<file path="src/rtl/sfc_params.svh">
// shared constants for the serial flash command front end
// How it works
// reset pin low aborts work, returns idle
// stay reset while pin low, resume after
// internal power-on reset, pin level irrelevant
// host drives reset pin high when idle
// ready/busy pulled low during self-timed work
// busy refuses array and used buffer
// mode 3 assumed after power-up or reset
// output off; chip-select fall needed first
// chip-select fall samples clock idle level
// continuous read is 68h or e8h
// page read is 52h or d2h
// buffer read is 54h or d4h
// status read is 57h or d7h
// buffer write 84h, erases 81h, 50h
// program with erase is 83h
// program without erase is 88h
// write-then-program through buffer is 82h
// capture on rising, shift out on falling
// chip-select frames each operation; deselected is quiet
// protect pin low guards lowest 256 pages
// unknown opcode ignored until deselect
// opcode msb first, decoded at bit eight
`ifndef SFC_PARAMS_SVH
`define SFC_PARAMS_SVH
`define SFC_OP_CAR_IP 8'h68
`define SFC_OP_CAR_SPI 8'he8
`define SFC_OP_MPR_IP 8'h52
`define SFC_OP_MPR_SPI 8'hd2
`define SFC_OP_BFR_IP 8'h54
`define SFC_OP_BFR_SPI 8'hd4
`define SFC_OP_STR_IP 8'h57
`define SFC_OP_STR_SPI 8'hd7
`define SFC_OP_BFW 8'h84
`define SFC_OP_PGE 8'h81
`define SFC_OP_BLE 8'h50
`define SFC_OP_PGM_ER 8'h83
`define SFC_OP_PGM_NE 8'h88
`define SFC_OP_PGM_THR 8'h82
`define SFC_OPC_LAST 16'h0007
`define SFC_HDR_BITS 16'h0020
`define SFC_STAT_START 16'h0008
`define SFC_BRD_START 16'h0028
`define SFC_ARD_START 16'h0040
`define SFC_PA_MSB 17
`define SFC_PA_LSB 9
`define SFC_PROT_PAGES 9'h100
`define SFC_BUF_BYTES 9'h108
`define SFC_ERASED 8'hff
`define SFC_RST_MODE_HI 1'b1
`define SFC_CLK_NS 100
`define SFC_SCK_HALF_NS 800
`define SFC_SCK_HALF_CYC ((`SFC_SCK_HALF_NS + `SFC_CLK_NS - 1) / `SFC_CLK_NS)
`endif

</file>
<file path="src/rtl/sfc_pkg.sv">
// types shared by both ends of the serial flash link
`default_nettype none
package sfc_pkg;
   typedef enum logic [1:0] {
      SFC_H_IDLE = 2'h0,
      SFC_H_LEAD = 2'h1,
      SFC_H_XFER = 2'h3,
      SFC_H_TAIL = 2'h2
   } sfc_hstate_t;
   typedef enum logic [2:0] {
      SFC_C_NONE = 3'h0,
      SFC_C_STAT = 3'h1,
      SFC_C_BRD = 3'h3,
      SFC_C_ARD = 3'h2,
      SFC_C_BWR = 3'h6,
      SFC_C_PTB = 3'h7,
      SFC_C_PROG = 3'h5,
      SFC_C_ERASE = 3'h4
   } sfc_cmd_t;
endpackage : sfc_pkg
`default_nettype wire

</file>
<file path="src/rtl/sfc_if.sv">
// serial flash link wires with one modport per end
`timescale 1ns/1ps
`default_nettype none
interface sfc_if;
   logic cs_n;
   logic sck;
   logic si;
   logic so_out;
   logic so_oe;
   logic rb_oe;
   logic rst_pin_n;
   logic wp_n;
   logic so_line;
   logic rb_line;
   // undriven lines read as pulled high
   assign so_line = so_oe ? so_out : 1'b1;
   assign rb_line = ~rb_oe;
   modport dev (input cs_n, sck, si, rst_pin_n, wp_n, output so_out, so_oe, rb_oe);
   modport host (output cs_n, sck, si, rst_pin_n, wp_n, input so_line, rb_line);
endinterface : sfc_if
`default_nettype wire

</file>
<file path="src/rtl/sfc_sync.sv">
// two flip-flop synchroniser for pin inputs
`timescale 1ns/1ps
`default_nettype none
module sfc_sync #(
   parameter int W = 1,
   parameter logic [W-1:0] INIT = '0
) (
   input wire logic core_clk,
   input wire logic rst_n,
   input wire logic [W-1:0] d,
   output logic [W-1:0] q
);
   logic [W-1:0] meta_reg;
   // first stage feeds only the second stage
   always_ff @(posedge core_clk) begin
      if (!rst_n) begin
         meta_reg <= INIT;
         q <= INIT;
      end else begin
         meta_reg <= d;
         q <= meta_reg;
      end
   end
endmodule : sfc_sync
`default_nettype wire

</file>
<file path="src/rtl/sfc_dev.sv">
// flash end: reset, mode detect, opcode decode, busy and buffer
`timescale 1ns/1ps
`default_nettype none
`include "sfc_params.svh"
module sfc_dev import sfc_pkg::*; #(
   parameter int BUSY_PROG_CYC = 2000,
   parameter int BUSY_ERASE_CYC = 1000,
   parameter logic [3:0] STAT_ID = 4'h5 // arbitrary value
) (
   input wire logic core_clk,
   input wire logic rst_n,
   sfc_if.dev lnk,
   output logic busy,
   output logic mode_hi,
   output logic op_valid,
   output logic [7:0] op_code,
   output logic wp_reject
);
   logic [4:0] sync_q;
   logic cs_s;
   logic sck_s;
   logic si_s;
   logic rpin_s;
   logic wp_s;
   logic dev_rst;
   logic cs_d_reg;
   logic sck_d_reg;
   logic cs_fall;
   logic cs_rise;
   logic sck_rise;
   logic sck_fall;
   logic sel_reg;
   logic [15:0] cnt_reg;
   logic [7:0] sh_reg;
   logic [23:0] addr_reg;
   sfc_cmd_t cmd_reg;
   logic [8:0] ptr_reg;
   logic [15:0] busy_cnt_reg;
   logic bbuf_reg;
   logic [7:0] buf_mem [0:`SFC_BUF_BYTES-1];
   logic [7:0] new_byte;
   logic [15:0] out_start;
   logic [7:0] out_byte;
   logic is_write;
   logic byte_done;
   logic prot_hit;

   // pins cross into the core clock; reset pin idles high
   sfc_sync #(.W(5), .INIT(5'h1b)) u_sync (
      .core_clk(core_clk),
      .rst_n(rst_n),
      .d({lnk.cs_n, lnk.sck, lnk.si, lnk.rst_pin_n, lnk.wp_n}),
      .q(sync_q)
   );
   assign cs_s = sync_q[4];
   assign sck_s = sync_q[3];
   assign si_s = sync_q[2];
   assign rpin_s = sync_q[1];
   assign wp_s = sync_q[0];

   // power-on reset or pin reset, held as long as the pin stays low
   assign dev_rst = !rst_n || !rpin_s;

   // edge finder on the synchronised link clock and select
   always_ff @(posedge core_clk) begin
      if (!rst_n) begin
         cs_d_reg <= 1'b1;
         sck_d_reg <= 1'b1;
      end else begin
         cs_d_reg <= cs_s;
         sck_d_reg <= sck_s;
      end
   end
   assign cs_fall = cs_d_reg & ~cs_s;
   assign cs_rise = ~cs_d_reg & cs_s;
   // clock edges count only while selected after a select fall
   assign sck_rise = sel_reg & ~cs_s & ~sck_d_reg & sck_s;
   assign sck_fall = sel_reg & ~cs_s & sck_d_reg & ~sck_s;

   // a frame is only armed by a fresh select fall after reset
   always_ff @(posedge core_clk) begin
      if (dev_rst) begin
         sel_reg <= 1'b0;
      end else if (cs_fall) begin
         sel_reg <= 1'b1;
      end else if (cs_rise) begin
         sel_reg <= 1'b0;
      end
   end

   // clock idle level at select fall picks the mode
   always_ff @(posedge core_clk) begin
      if (dev_rst) begin
         mode_hi <= `SFC_RST_MODE_HI;
      end else if (cs_fall) begin
         mode_hi <= sck_s;
      end
   end

   // opcode and address shift in msb first
   assign new_byte = {sh_reg[6:0], si_s};
   always_ff @(posedge core_clk) begin
      if (dev_rst || cs_fall) begin
         cnt_reg <= 16'h0000;
         sh_reg <= 8'h00;
         addr_reg <= 24'h000000;
      end else if (sck_rise) begin
         cnt_reg <= cnt_reg + 16'h0001;
         sh_reg <= new_byte;
         if (cnt_reg > `SFC_OPC_LAST && cnt_reg < `SFC_HDR_BITS) begin
            addr_reg <= {addr_reg[22:0], si_s};
         end
      end
   end

   // opcode classes; busy work blocks array and its buffer
   function automatic sfc_cmd_t decode(input logic [7:0] op, input logic bsy,
                                       input logic bbuf);
      case (op)
         `SFC_OP_STR_IP, `SFC_OP_STR_SPI: decode = SFC_C_STAT;
         `SFC_OP_BFR_IP, `SFC_OP_BFR_SPI: decode = bbuf ? SFC_C_NONE : SFC_C_BRD;
         `SFC_OP_BFW: decode = bbuf ? SFC_C_NONE : SFC_C_BWR;
         `SFC_OP_CAR_IP, `SFC_OP_CAR_SPI: decode = bsy ? SFC_C_NONE : SFC_C_ARD;
         `SFC_OP_MPR_IP, `SFC_OP_MPR_SPI: decode = bsy ? SFC_C_NONE : SFC_C_ARD;
         `SFC_OP_PGM_ER, `SFC_OP_PGM_NE: decode = bsy ? SFC_C_NONE : SFC_C_PROG;
         `SFC_OP_PGM_THR: decode = bsy ? SFC_C_NONE : SFC_C_PTB;
         `SFC_OP_PGE, `SFC_OP_BLE: decode = bsy ? SFC_C_NONE : SFC_C_ERASE;
         default: decode = SFC_C_NONE;
      endcase
   endfunction : decode

   // decode once the eighth bit lands; unknown stays silent
   always_ff @(posedge core_clk) begin
      if (dev_rst || cs_fall) begin
         cmd_reg <= SFC_C_NONE;
         op_valid <= 1'b0;
         op_code <= 8'h00;
      end else if (sck_rise && cnt_reg == `SFC_OPC_LAST) begin
         cmd_reg <= decode(new_byte, busy, bbuf_reg);
         op_valid <= 1'b1;
         op_code <= new_byte;
      end else begin
         op_valid <= 1'b0;
      end
   end

   // data phase begins after the opcode for status, after header plus dummy bits for reads, right after the header otherwise
   always_comb begin
      case (cmd_reg)
         SFC_C_STAT: out_start = `SFC_STAT_START;
         SFC_C_BRD: out_start = `SFC_BRD_START;
         SFC_C_ARD: out_start = `SFC_ARD_START;
         default: out_start = `SFC_HDR_BITS;
      endcase
   end
   assign is_write = (cmd_reg == SFC_C_BWR) || (cmd_reg == SFC_C_PTB);
   assign byte_done = sck_rise && cnt_reg >= out_start && cnt_reg[2:0] == 3'h7;

   // buffer pointer loads from the byte address and wraps
   always_ff @(posedge core_clk) begin
      if (dev_rst) begin
         ptr_reg <= 9'h000;
      end else if (sck_rise && cnt_reg == `SFC_HDR_BITS - 16'h0001) begin
         ptr_reg <= {addr_reg[7:0], si_s};
      end else if (byte_done && (is_write || cmd_reg == SFC_C_BRD)) begin
         ptr_reg <= (ptr_reg == `SFC_BUF_BYTES - 9'h001) ? 9'h000 : ptr_reg + 9'h001;
      end
   end

   // buffer write stores each whole byte
   always_ff @(posedge core_clk) begin
      if (byte_done && is_write && !dev_rst) begin
         buf_mem[ptr_reg] <= new_byte;
      end
   end

   // output byte for the active read command
   always_comb begin
      case (cmd_reg)
         SFC_C_STAT: out_byte = {~busy, 1'b0, STAT_ID, 2'h0};
         SFC_C_BRD: out_byte = buf_mem[ptr_reg];
         SFC_C_ARD: out_byte = `SFC_ERASED; // array contents not modelled
         default: out_byte = 8'h00;
      endcase
   end

   // serial output moves on falling edges, off when deselected
   always_ff @(posedge core_clk) begin
      if (dev_rst || cs_rise || cs_fall) begin
         lnk.so_oe <= 1'b0;
         lnk.so_out <= 1'b1;
      end else if (sck_fall && cmd_reg inside {SFC_C_STAT, SFC_C_BRD, SFC_C_ARD}
                   && cnt_reg >= out_start) begin
         lnk.so_oe <= 1'b1;
         lnk.so_out <= out_byte[3'h7 - cnt_reg[2:0]];
      end
   end

   // low pages are guarded while the protect pin is low
   // page field sits at its header position once all 24 address bits are in
   assign prot_hit = !wp_s && (addr_reg[`SFC_PA_MSB:`SFC_PA_LSB] < `SFC_PROT_PAGES);

   // self-timed work starts at deselect of a full header
   always_ff @(posedge core_clk) begin
      if (dev_rst) begin
         busy_cnt_reg <= 16'h0000;
         bbuf_reg <= 1'b0;
         busy <= 1'b0;
         wp_reject <= 1'b0;
      end else if (cs_rise && sel_reg && cnt_reg >= `SFC_HDR_BITS
                   && cmd_reg inside {SFC_C_PROG, SFC_C_PTB, SFC_C_ERASE}) begin
         wp_reject <= prot_hit;
         if (!prot_hit) begin
            busy <= 1'b1;
            bbuf_reg <= (cmd_reg != SFC_C_ERASE);
            busy_cnt_reg <= (cmd_reg == SFC_C_ERASE) ? 16'(BUSY_ERASE_CYC)
                                                     : 16'(BUSY_PROG_CYC);
         end
      end else begin
         wp_reject <= 1'b0;
         if (busy_cnt_reg != 16'h0000) begin
            busy_cnt_reg <= busy_cnt_reg - 16'h0001;
            if (busy_cnt_reg == 16'h0001) begin
               busy <= 1'b0;
               bbuf_reg <= 1'b0;
            end
         end
      end
   end

   // ready/busy line driven low while busy
   always_ff @(posedge core_clk) begin
      if (dev_rst) begin
         lnk.rb_oe <= 1'b0;
      end else begin
         lnk.rb_oe <= busy;
      end
   end
endmodule : sfc_dev
`default_nettype wire

</file>
<file path="src/flat_wrapper.sv">
// flat-port wrapper written by rule: the top's interface ports become plain ports
module sfc_dev_flat import sfc_pkg::*;
#(
   parameter int BUSY_PROG_CYC = 2000,
   parameter int BUSY_ERASE_CYC = 1000,
   parameter logic [3:0] STAT_ID = 4'h5                   
)
  (core_clk, rst_n, busy, mode_hi, op_valid, op_code, wp_reject, lnk_cs_n, lnk_sck, lnk_si, lnk_rst_pin_n, lnk_wp_n, lnk_so_out, lnk_so_oe, lnk_rb_oe);
  sfc_if lnk_i ();
  input wire logic core_clk;
  input wire logic rst_n;
  output logic busy;
  output logic mode_hi;
  output logic op_valid;
  output logic [7:0] op_code;
  output logic wp_reject;
  input wire logic [$bits(lnk_i.cs_n)-1:0] lnk_cs_n;
  input wire logic [$bits(lnk_i.sck)-1:0] lnk_sck;
  input wire logic [$bits(lnk_i.si)-1:0] lnk_si;
  input wire logic [$bits(lnk_i.rst_pin_n)-1:0] lnk_rst_pin_n;
  input wire logic [$bits(lnk_i.wp_n)-1:0] lnk_wp_n;
  output wire logic [$bits(lnk_i.so_out)-1:0] lnk_so_out;
  output wire logic [$bits(lnk_i.so_oe)-1:0] lnk_so_oe;
  output wire logic [$bits(lnk_i.rb_oe)-1:0] lnk_rb_oe;
  assign lnk_i.cs_n = lnk_cs_n;
  assign lnk_i.sck = lnk_sck;
  assign lnk_i.si = lnk_si;
  assign lnk_i.rst_pin_n = lnk_rst_pin_n;
  assign lnk_i.wp_n = lnk_wp_n;
  assign lnk_so_out = lnk_i.so_out;
  assign lnk_so_oe = lnk_i.so_oe;
  assign lnk_rb_oe = lnk_i.rb_oe;
  sfc_dev #(.BUSY_PROG_CYC(BUSY_PROG_CYC), .BUSY_ERASE_CYC(BUSY_ERASE_CYC), .STAT_ID(STAT_ID)) u_core (.core_clk(core_clk), .rst_n(rst_n), .lnk(lnk_i), .busy(busy), .mode_hi(mode_hi), .op_valid(op_valid), .op_code(op_code), .wp_reject(wp_reject));
endmodule
</file>
<file path="config.mk">
export PLATFORM = sky130hd
export DESIGN_NAME = sfc_dev_flat
export DESIGN_NICKNAME = d
export VERILOG_FILES = /design/src/rtl/sfc_pkg.sv /design/src/rtl/sfc_if.sv /design/src/rtl/sfc_sync.sv /design/src/rtl/sfc_dev.sv /design/src/flat_wrapper.sv
export VERILOG_INCLUDE_DIRS = /design/src /design/src/rtl
export SDC_FILE = /design/constraint.sdc
export NUM_CORES = 2
export LEC_CHECK = 0
export ABC_AREA = 0
export BUFFER_PORTS_ARGS = -buffer_cell sky130_fd_sc_hd__buf_2
export CELL_PAD_IN_SITES_DETAIL_PLACEMENT = 0
export CELL_PAD_IN_SITES_GLOBAL_PLACEMENT = 1
export CORE_MARGIN = 2
export CORE_UTILIZATION = 25
export CTS_CLUSTER_SIZE = 20
export DETAILED_ROUTE_END_ITERATION = 6
export PLACE_DENSITY = 0.46
export SETUP_SLACK_MARGIN = 0.5
export SYNTH_ARGS = -nofsm -noshare
export SYNTH_HDL_FRONTEND = slang
export SYNTH_SLANG_ARGS = --single-unit
</file>
<file path="constraint.sdc">
create_clock -name core_clk -period 7.7 [get_ports core_clk]
set_clock_uncertainty 0.1 [all_clocks]
set_input_delay 1.54 -clock core_clk [delete_from_list [all_inputs] [get_ports core_clk]]
set_output_delay 1.54 -clock core_clk [all_outputs]
set_load 0.005 [all_outputs]
</file>
==> reports/metrics.cfg <==
[run_status]
status=completed

[floorplan]
die-area_um2=355000
core_area_um2=349000
start_util=0.251
io_pins=22
die_h_um=596
row_count=217
dieWidth_um=596

[synth]
ys.flop_type=edfxtp_1
synth_xor_area_frac=0.00240
synth-simple-area-share=0.0465
synth_mux_area_frac=0.147
async_reset_ff_frac=0
postSynthAreaPerCell_um2=19.3
syn_nets=4553
synth_area_um2=87500
synth_adder_area_share=0.00186
synth_warnings=0
synth_seq_area_share=0.749
synth-compound-area-share=0.0335
synth_cells=4533
synth_seq_cells=2219
synth_edf_count=2112
yosysUniqueCellTypes=85
synth_top_family_by_area=multiplexers

[clock_tree]
cts_hold_buffers=0
clkTransAtPathRegs_ns=0.06
cts_resized=0
cts_setup_buffers=0
tritoncts=yes
root_buffer=clkbuf_16
clk_latency_ns=0.94
cts_buffers=241
clockBufferDepth=4
cts_sinks=2219
htree_levels=4

[layout]
fin_area_um2=101000
num-nets-final=4676
drive_above_1_share=0.222
layout_commonest_cell=edfxtp_1
largest_reg_flops=2112
fill_cells=34100
area_delta_synth_final_pct=15.7
mostFrequentLayoutCells=edfxtp_1, mux4_2, nor2_1

[setup_path]
arrival_ns=5.89
required_ns=8.09
crit_chain=nor2b_1 -> ha_1 -> nor4b_1 -> a41o_1 -> a21o_1 -> a211o_1 -> nand4bb_1 -> nor3_2 -> nand3b_1 -> nor2_1
endpoint_kind=register
cpPeakStageDelay_ns=0.94
critPathBufInv=0
crit_type=register to register
critical-path-top-delay-family=simple AND/OR/NAND/NOR gates
critPathLaunchType=register
critical_path_peak_fanout=16
crit_slowest_cell=nand3b_1

[timing]
fin_tns_setup_ns=0
hold_viol=0
period_share=0.714
rsz0062_at_grt=false
worst_slack_ns=2.20
slew_headroom=0.123
setup_viol=0
maxSlewViolCount=0
period_needed_ns=5.50
max_freq_mhz=182
tightest_slew_ns=1.31

[placed_design]
place_ws_ns=2.02
port-buffer-count=21
detailed_place_hpwl_um=190000
gp_congestion=0.831
placed_cell_area_um2=93100

[global_routing]
grt_pass1_vias=46400
grt_pass1_wl_um=418000
grt_antenna_before_repair=17
grt_overflow=0
grt.total_usage=0.169
grt_max_degree=159

[pwr]
ir_worst_vdd_uv=192
power.leakage_nw=30.1
pwr_density_cell_nw_per_um2=248

[detailed_routing]
drt-total-wl_um=307000
route.met3.wl_um=18200
wl_met2_um=144000
wl_met1_um=137000
antenna_left=0
drc=0
drtPass1Iterations=6
viasPerCell=4.91
wl_per_cell_um=32.5
dr.first_iter.drc_count=5098
via_count=46400
routed.top_layer=met5

[min_path]
hp-class=register to register

[job]
drv_cap=0

worst reg2reg max path: cells and delay by family (launching register included):
kind | cells | cell delay [ns]
AND/OR/NAND/NOR | 6 | 3.52
adder cells (fa/ha/maj) | 1 | 0.30
AO/OA/AOI/OAI | 3 | 0.68
flip-flops | 1 | 0.55
synth_stat cells, drive strengths merged, types with 4 or more instances:
cell type / instances / area, um^2
or4: 6 / 45.0
a31oi: 27 / 169
dfxtp: 107 / 2140
a21o: 5 / 37.5
o2111ai: 6 / 52.6
nand4: 24 / 150
mux4: 480 / 10800
a22oi: 41 / 308
a211oi: 27 / 208
clkbuf: 114 / 428
mux2i: 179 / 1790
nand2b: 32 / 200
a21oi: 80 / 400
nor2b: 28 / 175
mux2: 24 / 270
a221oi: 16 / 140
o21ai: 38 / 190
nand3: 48 / 240
a311oi: 9 / 78.8
xnor2: 14 / 123
nor3: 48 / 245
nor2: 372 / 1400
nand3b: 6 / 45.0
nor4b: 5 / 43.8
a22o: 7 / 61.3
edfxtp: 2112 / 63400
xor2: 10 / 87.6
inv: 19 / 71.3
a211o: 6 / 52.6
a2111oi: 13 / 133
ha: 13 / 163
nand2: 208 / 781
and3: 22 / 138
a32oi: 6 / 52.6
o31ai: 8 / 60.1
o221ai: 16 / 140
o21a: 4 / 30.0
or2: 11 / 68.8
and2: 26 / 163
buf: 154 / 1170
o32ai: 6 / 52.6
nor4: 23 / 150
or3: 14 / 87.6
o211ai: 9 / 67.6
o22ai: 62 / 388
kinds of logic after synthesis:
kind of cell             count (synthesis)
AO/OA/AOI/OAI                          418
XOR/XNOR                                24
adder cells (fa/ha/maj)                 13
buffers and inverters                  289
flip-flops                            2219
multiplexers                           683
AND/OR/NAND/NOR                        887
power by group:
group	internal (mW)	switching (mW)	leakage, nW	total [mW]
Sequential	13.0	0.00379	20.6	13.0
Combinational	0.00605	0.0348	5.68	0.0409
Clock	7.05	4.96	3.91	12.0
through the flow:
| step | hold slack (ns) | instances | utilization | power (mW) |
|---|---|---|---|---|
| finish | 0.312 | 9460 | 0.290 | 25.1 |
| global route | 0.332 | 9455 | 0.290 | 25.7 |
| CTS | 0.318 | 9453 | 0.290 | 25.3 |
| detailed placement | 0.310 | 9011 | 0.267 | 13.3 |
| global placement | 0.298 | 9011 | 0.267 | 13.3 |
| floorplan | 0.286 | 4533 | - | 13.3 |
per-layer routing:
| metal | up-vias | GRT usage |
|---|---|---|
| li1 | 18800 | - |
| met1 | 25600 | 0.241 |
| met2 | 1674 | 0.271 |
| met3 | 366 | 0.0261 |
| met4 | 4 | 0.0416 |
| met5 | - | 0 |
worst paths after layout:
check / to / depth (start not counted) / from / slack (ns)
setup / recovery: u_core.buf_mem[106][6]$_DFFE_PP_ / 10 / u_core.cmd_reg[2]$_SDFFE_PP0P_ / 2.20
hold / removal: u_core.u_sync.q[1]$_SDFF_PN1_ / 1 / u_core.u_sync.meta_reg[1]$_SDFF_PN1_ / 0.31
setup reg to reg: u_core.buf_mem[106][6]$_DFFE_PP_ / 10 / u_core.cmd_reg[2]$_SDFFE_PP0P_ / 2.20
hold reg to reg: u_core.u_sync.q[1]$_SDFF_PN1_ / 1 / u_core.u_sync.meta_reg[1]$_SDFF_PN1_ / 0.31
final cells by class:
type / instances / area (um^2) / share of cell area
tap: 4599 / 5750 / 0.0568
clock buffer: 272 / 6210 / 0.0613
multi-input combinational: 2025 / 20400 / 0.202
inverter: 21 / 82.6 / 0.000816
timing repair buffer: 148 / 1270 / 0.0125
clock inverter: 170 / 1890 / 0.0187
sequential: 2219 / 65600 / 0.648
antenna: 6 / 15.0 / 0.000148
(Power assumes the default switching activity.)
